**src/logic/sar_adc_pkg.sv**
```systemverilog
/*
 * Shared constants for the successive-approximation converter control block:
 * register offsets, field positions, reset values, state codes and tick counts.
 * Assumes a 32-bit classic Wishbone register bus with byte addresses.
 */
package sar_adc_pkg;

    // Register byte offsets
    localparam logic [7:0] STATUS_CONTROL_OFS = 8'h00;
    localparam logic [7:0] CLOCK_CONFIG_OFS   = 8'h04;
    localparam logic [7:0] RESULT_HIGH_OFS    = 8'h08;
    localparam logic [7:0] RESULT_LOW_OFS     = 8'h0C;

    // Status and control register fields
    localparam int SC_FLAG_BIT   = 7;
    localparam int SC_IRQEN_BIT  = 6;
    localparam int SC_CONT_BIT   = 5;
    localparam int SC_CHAN_LSB   = 0;
    localparam int CHAN_W        = 5;
    localparam logic [4:0] CHAN_NONE = 5'h1F;

    // Clock configuration register fields
    localparam int CC_LOWPWR_BIT = 7;
    localparam int CC_DIV_LSB    = 5;
    localparam int CC_MODE10_BIT = 3;
    localparam int CC_ASYNC_BIT  = 2;
    localparam int CC_INCLK_BIT  = 0;

    // Reset values
    localparam logic [4:0] CHAN_RESET = 5'h1F;
    localparam logic [7:0] RESULT_LOW_RESET  = 8'h00;
    localparam logic [1:0] RESULT_HIGH_RESET = 2'h0;

    // Approximation width: one guard bit below the 10-bit result for rounding
    localparam int SAR_W       = 11;
    localparam int LAST_BIT_10 = 0;
    localparam int LAST_BIT_8  = 2;

    // Converter clock ticks spent sampling before the bit trials
    localparam int SAMPLE_TICKS_DEF = 4;

    typedef enum logic [3:0] {
        ST_IDLE     = 4'h1,
        ST_SAMPLE   = 4'h2,
        ST_CONVERT  = 4'h4,
        ST_TRANSFER = 4'h8
    } conv_state_t;

endpackage
```
**src/logic/sar_adc_control.sv**
```systemverilog
/*
 * Control logic of a 10-bit successive-approximation converter: converter
 * clock select and divide, sample and bit-trial sequencing, rounding, result
 * registers, completion flag and interrupt, all behind a classic Wishbone slave.
 * Assumes an analog multiplexer and comparator outside: the comparator answers
 * compareHigh for the trial code on dacCode within one converter clock tick.
 */
// Notes on behaviour
// - One software-chosen channel is converted per conversion, from the mux output.
// - No hardware trigger; only software writes, continuous repetition or a blocked 10-bit transfer start work.
// - The alternate converter clock source is the oscillator output clock.
// - Results are right-justified, 10-bit or 8-bit by selected resolution.
// - Single and continuous modes; single mode powers down after its conversion.
// - The approximation is rounded to nearest at the selected resolution.
// - Inputs at or above high reference give full scale; at or below low give zero.
// - 8-bit result goes only to the low register; 10-bit spans high and low.
// - After the result lands, the complete flag sets and an enabled interrupt rises.
// - Async select picks the dedicated async clock, running only during conversions.
// - Low-power bit sets async clock range: 1-2 MHz clear, 0.5-1 MHz set.
// - The async clock keeps running in stop mode so conversions complete.
// - Input-clock and async select both low choose the alternate clock.
// - Input-clock select high with async select low chooses the bus clock.
// - A 2-bit field divides the chosen clock by 1, 2, 4 or 8.
// - Writing status-control starts a conversion unless the channel field is all ones or stop mode is on without async select.
// - Continuous mode restarts a conversion as soon as one completes, until aborted.
// - 10-bit mode with high byte read, low not: block transfer, flag not set, drop result.
// - Control writes, reset or stop without async clock abort; only reset clears results.
module sar_adc_control #(
    parameter int SAMPLE_TICKS = sar_adc_pkg::SAMPLE_TICKS_DEF
) (
    input  wire logic        clk,
    input  wire logic        rstn,
    // Classic Wishbone slave
    input  wire logic        cyc_i,
    input  wire logic        stb_i,
    input  wire logic        we_i,
    input  wire logic [7:0]  adr_i,
    input  wire logic [3:0]  sel_i,
    input  wire logic [31:0] dat_i,
    output logic      [31:0] dat_o,
    output logic             ack_o,
    // Clock sources and chip mode
    input  wire logic        asyncOscIn,
    input  wire logic        oscOutClkIn,
    input  wire logic        stopMode,
    output logic             asyncOscEnable,
    output logic             asyncOscSlow,
    // Analog side
    output logic      [4:0]  channelSelect,
    output logic             sampleEnable,
    output logic      [10:0] dacCode,
    input  wire logic        compareHigh,
    output logic             converterActive,
    output logic             completeIrq
);

    // Refuse sample counts the 3-bit tick counter cannot hold
    if (SAMPLE_TICKS < 1 || SAMPLE_TICKS > 7) begin : g_bad_sample
        $error("SAMPLE_TICKS must lie in 1..7");
    end

    typedef struct packed {
        sar_adc_pkg::conv_state_t fsm;
        logic [4:0]  chan;
        logic        irqEn;
        logic        cont;
        logic        flag;
        logic        lowPower;
        logic [1:0]  div;
        logic        mode10;
        logic        asyncSel;
        logic        inClkSel;
        logic [1:0]  resHi;
        logic [7:0]  resLo;
        logic        highRead;
        logic [10:0] sar;
        logic [10:0] mask;
        logic [10:0] trial;
        logic [2:0]  smpCnt;
        logic [2:0]  divCnt;
        logic [2:0]  aSync;
        logic [2:0]  oSync;
        logic        sampling;
        logic        ack;
        logic [31:0] rdata;
    } regs_t;

    regs_t s_q;
    regs_t s_d;

    // Divide code 0..3 gives the last count before a tick: 0, 1, 3, 7
    function automatic logic [2:0] divLast(input logic [1:0] code);
        divLast = 3'((4'h1 << code) - 4'h1);
    endfunction

    // Round an MSB-aligned approximation at a given guard bit, saturating at full scale
    function automatic logic [9:0] roundSat(input logic [10:0] v, input logic is10);
        logic [10:0] sum;
        sum = 11'h000;
        if (is10) begin
            sum = {1'b0, v[10:1]} + {10'h000, v[0]};
            roundSat = sum[10] ? 10'h3FF : sum[9:0];
        end else begin
            sum = {3'h0, v[10:3]} + {10'h000, v[2]};
            roundSat = sum[8] ? 10'h0FF : {2'h0, sum[7:0]};
        end
    endfunction

    // Start value of the bit-trial mask: top bit of the approximation
    localparam logic [10:0] MASK_TOP = 11'h400;

    logic        access;
    logic        wrStb;
    logic        rdStb;
    logic        srcEdge;
    logic        tick;
    logic        lastBit;
    logic        abort;
    logic        start;
    logic [10:0] newSar;
    logic [9:0]  rounded;
    logic [7:0]  wb8;

    always_comb begin
        s_d = s_q;

        // Bus phase: the request is acted on at the edge where ack is high
        access = cyc_i && stb_i && s_q.ack;
        wrStb  = access && we_i && sel_i[0];
        rdStb  = access && !we_i;
        wb8    = dat_i[7:0];
        s_d.ack = cyc_i && stb_i && !s_q.ack;

        // Synchronisers; the first stage feeds only the second
        s_d.aSync = {s_q.aSync[1:0], asyncOscIn};
        s_d.oSync = {s_q.oSync[1:0], oscOutClkIn};

        // Source select: async wins, else bus clock or oscillator clock
        if (s_q.asyncSel) begin
            srcEdge = s_q.aSync[1] && !s_q.aSync[2];
        end else if (s_q.inClkSel) begin
            srcEdge = 1'b1;
        end else begin
            srcEdge = s_q.oSync[1] && !s_q.oSync[2];
        end

        // Divider turns source edges into converter clock ticks
        tick = 1'b0;
        if (s_q.fsm == sar_adc_pkg::ST_IDLE) begin
            s_d.divCnt = 3'h0;
        end else if (srcEdge) begin
            if (s_q.divCnt == divLast(s_q.div)) begin
                tick = 1'b1;
                s_d.divCnt = 3'h0;
            end else begin
                s_d.divCnt = s_q.divCnt + 3'h1;
            end
        end

        // Bit trial: keep the bit when the input is at or above the trial level
        newSar  = compareHigh ? s_q.trial : s_q.sar;
        lastBit = s_q.mode10 ? s_q.mask[sar_adc_pkg::LAST_BIT_10]
                             : s_q.mask[sar_adc_pkg::LAST_BIT_8];
        rounded = roundSat(s_q.sar, s_q.mode10);

        abort = 1'b0;
        start = 1'b0;

        // Sequencer
        unique case (s_q.fsm)
            sar_adc_pkg::ST_IDLE: begin
            end
            sar_adc_pkg::ST_SAMPLE: begin
                if (tick) begin
                    if (s_q.smpCnt == 3'(SAMPLE_TICKS - 1)) begin
                        s_d.fsm   = sar_adc_pkg::ST_CONVERT;
                        s_d.sar   = 11'h000;
                        s_d.mask  = MASK_TOP;
                        s_d.trial = MASK_TOP;
                    end else begin
                        s_d.smpCnt = s_q.smpCnt + 3'h1;
                    end
                end
            end
            sar_adc_pkg::ST_CONVERT: begin
                if (tick) begin
                    s_d.sar = newSar;
                    if (lastBit) begin
                        s_d.fsm = sar_adc_pkg::ST_TRANSFER;
                    end else begin
                        s_d.mask  = s_q.mask >> 1;
                        s_d.trial = newSar | (s_q.mask >> 1);
                    end
                end
            end
            sar_adc_pkg::ST_TRANSFER: begin
                if (s_q.mode10 && s_q.highRead) begin
                    start = 1'b1;
                end else begin
                    if (s_q.mode10) begin
                        s_d.resHi = rounded[9:8];
                    end
                    s_d.resLo = rounded[7:0];
                    s_d.flag  = 1'b1;
                    start = s_q.cont;
                    if (!s_q.cont) begin
                        s_d.fsm = sar_adc_pkg::ST_IDLE;
                    end
                end
            end
            default: begin
                s_d.fsm = sar_adc_pkg::ST_IDLE;
            end
        endcase

        // Read side effects: high read arms the block, low read releases and clears
        if (rdStb && adr_i == sar_adc_pkg::RESULT_HIGH_OFS) begin
            s_d.highRead = 1'b1;
        end
        if (rdStb && adr_i == sar_adc_pkg::RESULT_LOW_OFS) begin
            s_d.highRead = 1'b0;
            // A transfer landing in the same cycle keeps its flag: set wins
            if (s_q.fsm != sar_adc_pkg::ST_TRANSFER || (s_q.mode10 && s_q.highRead)) begin
                s_d.flag = 1'b0;
            end
        end

        // Register writes; each control write aborts what is running
        if (wrStb && adr_i == sar_adc_pkg::STATUS_CONTROL_OFS) begin
            s_d.irqEn = wb8[sar_adc_pkg::SC_IRQEN_BIT];
            s_d.cont  = wb8[sar_adc_pkg::SC_CONT_BIT];
            s_d.chan  = wb8[sar_adc_pkg::SC_CHAN_LSB +: sar_adc_pkg::CHAN_W];
            s_d.flag  = 1'b0;
            abort = 1'b1;
            start = (wb8[4:0] != sar_adc_pkg::CHAN_NONE);
        end
        if (wrStb && adr_i == sar_adc_pkg::CLOCK_CONFIG_OFS) begin
            s_d.lowPower = wb8[sar_adc_pkg::CC_LOWPWR_BIT];
            s_d.div      = wb8[sar_adc_pkg::CC_DIV_LSB +: 2];
            s_d.mode10   = wb8[sar_adc_pkg::CC_MODE10_BIT];
            s_d.asyncSel = wb8[sar_adc_pkg::CC_ASYNC_BIT];
            s_d.inClkSel = wb8[sar_adc_pkg::CC_INCLK_BIT];
            abort = 1'b1;
            start = 1'b0;
        end

        // Stop mode halts the other sources, so the conversion cannot finish;
        // no restart either, or it would only be cut again a cycle later
        if (stopMode && !s_q.asyncSel) begin
            abort = 1'b1;
            start = 1'b0;
        end

        // Abort leaves results alone; a start needs a real channel
        if (abort) begin
            s_d.fsm = sar_adc_pkg::ST_IDLE;
        end
        if (start && s_d.chan != sar_adc_pkg::CHAN_NONE) begin
            s_d.fsm    = sar_adc_pkg::ST_SAMPLE;
            s_d.smpCnt = 3'h0;
            s_d.divCnt = 3'h0;
        end
        s_d.sampling = (s_d.fsm == sar_adc_pkg::ST_SAMPLE);

        // Read data captured as ack rises, so it stands with ack
        s_d.rdata = 32'h0000_0000;
        if (cyc_i && stb_i && !s_q.ack && !we_i) begin
            unique case (adr_i)
                sar_adc_pkg::STATUS_CONTROL_OFS:
                    s_d.rdata = {24'h00_0000, s_q.flag, s_q.irqEn, s_q.cont, s_q.chan};
                sar_adc_pkg::CLOCK_CONFIG_OFS:
                    s_d.rdata = {24'h00_0000, s_q.lowPower, s_q.div, 1'b0,
                                 s_q.mode10, s_q.asyncSel, 1'b0, s_q.inClkSel};
                sar_adc_pkg::RESULT_HIGH_OFS:
                    s_d.rdata = {30'h0000_0000, s_q.resHi};
                sar_adc_pkg::RESULT_LOW_OFS:
                    s_d.rdata = {24'h00_0000, s_q.resLo};
                default:
                    s_d.rdata = 32'h0000_0000;
            endcase
        end
    end

    // Single state register; reset also clears the results
    always_ff @(posedge clk or negedge rstn) begin
        if (!rstn) begin
            s_q <= '{fsm: sar_adc_pkg::ST_IDLE, chan: sar_adc_pkg::CHAN_RESET,
                     resHi: sar_adc_pkg::RESULT_HIGH_RESET,
                     resLo: sar_adc_pkg::RESULT_LOW_RESET, default: '0};
        end else begin
            s_q <= s_d;
        end
    end

    // Outputs straight from state
    assign ack_o           = s_q.ack;
    assign dat_o           = s_q.rdata;
    assign channelSelect   = s_q.chan;
    assign sampleEnable    = s_q.sampling;
    assign dacCode         = s_q.trial;
    assign converterActive = (s_q.fsm != sar_adc_pkg::ST_IDLE);
    assign asyncOscEnable  = converterActive && s_q.asyncSel;
    assign asyncOscSlow    = s_q.lowPower;
    assign completeIrq     = s_q.flag && s_q.irqEn;

endmodule

```
**config.mk**
```make
export PLATFORM = sky130hd
export DESIGN_NAME = sar_adc_control
export DESIGN_NICKNAME = d
export VERILOG_FILES = /design/src/logic/sar_adc_pkg.sv /design/src/logic/sar_adc_control.sv
export SDC_FILE = /design/constraint.sdc
export NUM_CORES = 1
export LEC_CHECK = 0
export ABC_CLOCK_PERIOD_IN_PS = 2900
export BUFFER_PORTS_ARGS = -buffer_cell sky130_fd_sc_hd__buf_2
export CELL_PAD_IN_SITES_DETAIL_PLACEMENT = 0
export CELL_PAD_IN_SITES_GLOBAL_PLACEMENT = 1
export CORE_ASPECT_RATIO = 0.9
export CORE_MARGIN = 8
export CORE_UTILIZATION = 42
export DETAILED_ROUTE_END_ITERATION = 8
export GPL_TIMING_DRIVEN = 0
export PLACE_DENSITY_LB_ADDON = 0.1
export SETUP_SLACK_MARGIN = 0.15
export SYNTH_ARGS = -nofsm -noshare
export SYNTH_HDL_FRONTEND = slang
export SYNTH_SLANG_ARGS = --single-unit
```
**constraint.sdc**
```tcl
create_clock -name clk -period 2.9 [get_ports clk]
set_input_delay 0.435 -clock clk [delete_from_list [all_inputs] [get_ports clk]]
set_output_delay 0.435 -clock clk [all_outputs]
set_load 0.005 [all_outputs]
```
==> results.ini <==
[synthesis]
syn_avg_cell_area_um2 = 10.6
synthMuxAreaShare = 0.0603
synth-adder-area-share = 0.0194
yosys-top-cells-count = dfrtp_1 (78), buf_4 (48), nand2_1 (28)
synth_top_area_share = 0.433
synth-main-ff-cell = dfrtp_1
synth-warning-count = 0
synthArstFlopShare = 1.00
synthTopCellsByArea = dfrtp_1 (43%), buf_4 (8.0%), a22o_1 (4.1%)
synth_edf_count = 0
yosysMostFrequentCell = dfrtp_1
synth_top_family_by_area = compound AO/OA/AOI/OAI gates
yosysTopAreaCell = dfrtp_1
synth_xor_area_frac = 0.0233
synth-compound-area-share = 0.183
syn_area_um2 = 4500
synth_cell_types = 62
yosysSeqAreaShare = 0.468
synthCells = 426
synthSimpleGateAreaFrac = 0.134
synth_seq_cells = 84

[die]
die_area_um2 = 14300
floorplan.rows = 36
fp.dieW_um = 125
core-area_um2 = 10600
start_util = 0.424
die_h_um = 114
io_pins = 107

[clocking]
clk_pin_slew_ns = 0.06
cts_tree = built
cts.path.max_buffers = 2
cts_setup_buffers = 0
clkSinkCount = 84
clk_latency_ns = 0.33
h-tree-depth = 3
cts_buffers = 9
root_buffer = clkbuf_16

[sta]
worst_pin_slew_ns = 0.742
setup_viol = 0
holdWs_ns = 0.210
timing_hold_violations_final = 0
fmax_mhz = 393
tns_ns = 0
period_minus_slack_ns = 2.54
rsz0062_at_grt = no
slew_headroom = 0.505
fin_worst_skew_ns = 0.00649
fin_crit_sh = 0.877
slew_violations = 0

[power_and_ir_drop]
p_leak_nw = 2.58
peakVddDrop_mv = 0.204
total_power_w = 0.00245
power_density_nw_per_um2 = 456

[worst_setup_path]
cp_num_buf_inv = 1
worst_path_dominant_cell_family = compound AO/OA/AOI/OAI gates
crit_chain = or4_1 -> o22a_1 -> a211oi_1 -> buf_2 -> nand2_1 -> a22o_1
cp-startpoint = s_q[94]
crit_fanout = 10
cp_data_arrival_time_ns = 2.76
reg2reg_from = s_q[94]
setup.worst_path.start_class = flop
critical-path-max-stage-delay_ns = 0.52
required_ns = 3.12
critPathCaptureType = flop
crit_type = reg2reg
slowest_stage = or4_1

[hold_path]
hp-start = asyncOscIn
hp-class = in2reg

[place]
place_hpwl_um = 7580
placed_cell_area_um2 = 5060
portBuffers = 54
gp_congestion = 0.760

[detailed_routing]
viasPerCell = 5.02
vias = 3275
wl_per_cell_um = 15.7
dr.pass1.iters = 4
route.detailed.drc = 0
drtIter0Drc = 161
totalWireLength_um = 10200
final_antenna_net_count = 0

[finish]
antenna_cells = 0
drive_gt1_frac = 0.317
nets = 575
syn2layout_area_growth_pct = 19.1
finalInstanceArea_um2 = 5370

[grt]
grt_busiest_layer = met2
grt_use_total = 0.149
overflow = 0
use_met3 = 0.0466
antenna_found_initial = 0
grt_pass1_wl_um = 17100
grt_use_met1 = 0.197
grt_max_degree = 68
use_met2 = 0.231
grt_pass1_vias = 3384

[job]
cap_viol_max_count = 0

[status]
status = finished, final reports clean

-- per-stage QoR --
step | setup WS (ns) | util | std cells
3_3_place_gp | 0.212 | 0.473 | 636
3_5_place_dp | 0.195 | 0.476 | 637
5_1_grt | 0.171 | 0.505 | 653
4_1_cts | 0.200 | 0.505 | 654
6_report | 0.357 | 0.505 | 653
2_1_floorplan | 0.641 | - | 449
-- timing repair --
action,in CTS,in global routing
endpoints found under the setup margin,0,1
hold endpoints to repair,17,0
hold buffers,1,0
gates resized for setup,0,0
-- worst paths after layout --
| check | slack, ns | to | depth (start not counted) |
|---|---|---|---|
| worst min register to register | 0.35 | s_d[39] | 0 |
| worst max-delay path | 0.36 | s_q[62] | 6 |
| worst min-delay path | 0.21 | s_d[38] | 1 |
| worst max register to register | 0.36 | s_q[62] | 6 |
| max in group asynchronous | 1.75 | channelSelect[3] | 3 |
| min in group asynchronous | 0.52 | asyncOscSlow | 2 |
-- logic make-up after synthesis --
group	count (synthesis)
and+or+nand+nor	109
AOI/OAI and AO/OA	107
DFF	84
buffers and inverters	82
muxes	24
xor gates and xnor gates	12
adders and majority gates	7
other	1
-- placed cells by master, fill, tap and decap left out, drive strengths merged, types with 4 or more instances in the layout --
cell type  count
a21oi         19
o2bb2ai       10
o21ai         21
dfstp          6
o22ai          6
conb          24
dfrtp         78
a31oi          7
mux2          15
nand4          4
ha             7
buf          108
nor3           7
mux2i          8
a211oi         5
clkbuf        28
nand3         10
xnor2          5
clkinv         4
nor2          23
xor2           7
a22o          21
nand2         28
nand3b         6
and3           5
inv           11
-- where the power goes --
group / switching (W) / leakage (nW) / internal (W)
combinational: 0.0000683 / 1.32 / 0.0000489
clock: 0.000459 / 0.153 / 0.000690
sequential: 0.00000281 / 1.11 / 0.00118
total: 0.000530 / 2.58 / 0.00192
-- layer usage --
| metal | vias up | part of all wire |
|---|---|---|
| met5 | - | 0 |
| met4 | 0 | 0.0097 |
| met3 | 8 | 0.052 |
| met2 | 82 | 0.45 |
| met1 | 1545 | 0.49 |
| li1 | 1640 | - |
-- registers in the layout, summed over array words and instances, names as in the netlist --
name and count:
s_d 4, channelSelect 5, dacCode 11, s_q 53, asyncOscSlow 1, dat_o 8
sampleEnable 1, ack_o 1
-- area by class of cell --
type / count / area [um^2]
well taps: 133 / 166
flip-flops and latches: 84 / 2110
repair buffers: 56 / 310
clock buffers: 10 / 239
plain buffers: 71 / 458
clock inverters: 6 / 62.6
fillers: 1018 / 5270
inverters: 10 / 37.5
multi-input cells: 283 / 1980
-- worst reg2reg max path, delay by kind of cell, from the launching register on --
kind	cells	cell delay [ns]
DFF	1	0.45
and+or+nand+nor	2	0.80
buffers and inverters	1	0.29
AOI/OAI and AO/OA	3	0.89
Note: power is estimated with default switching activity, not from simulation.
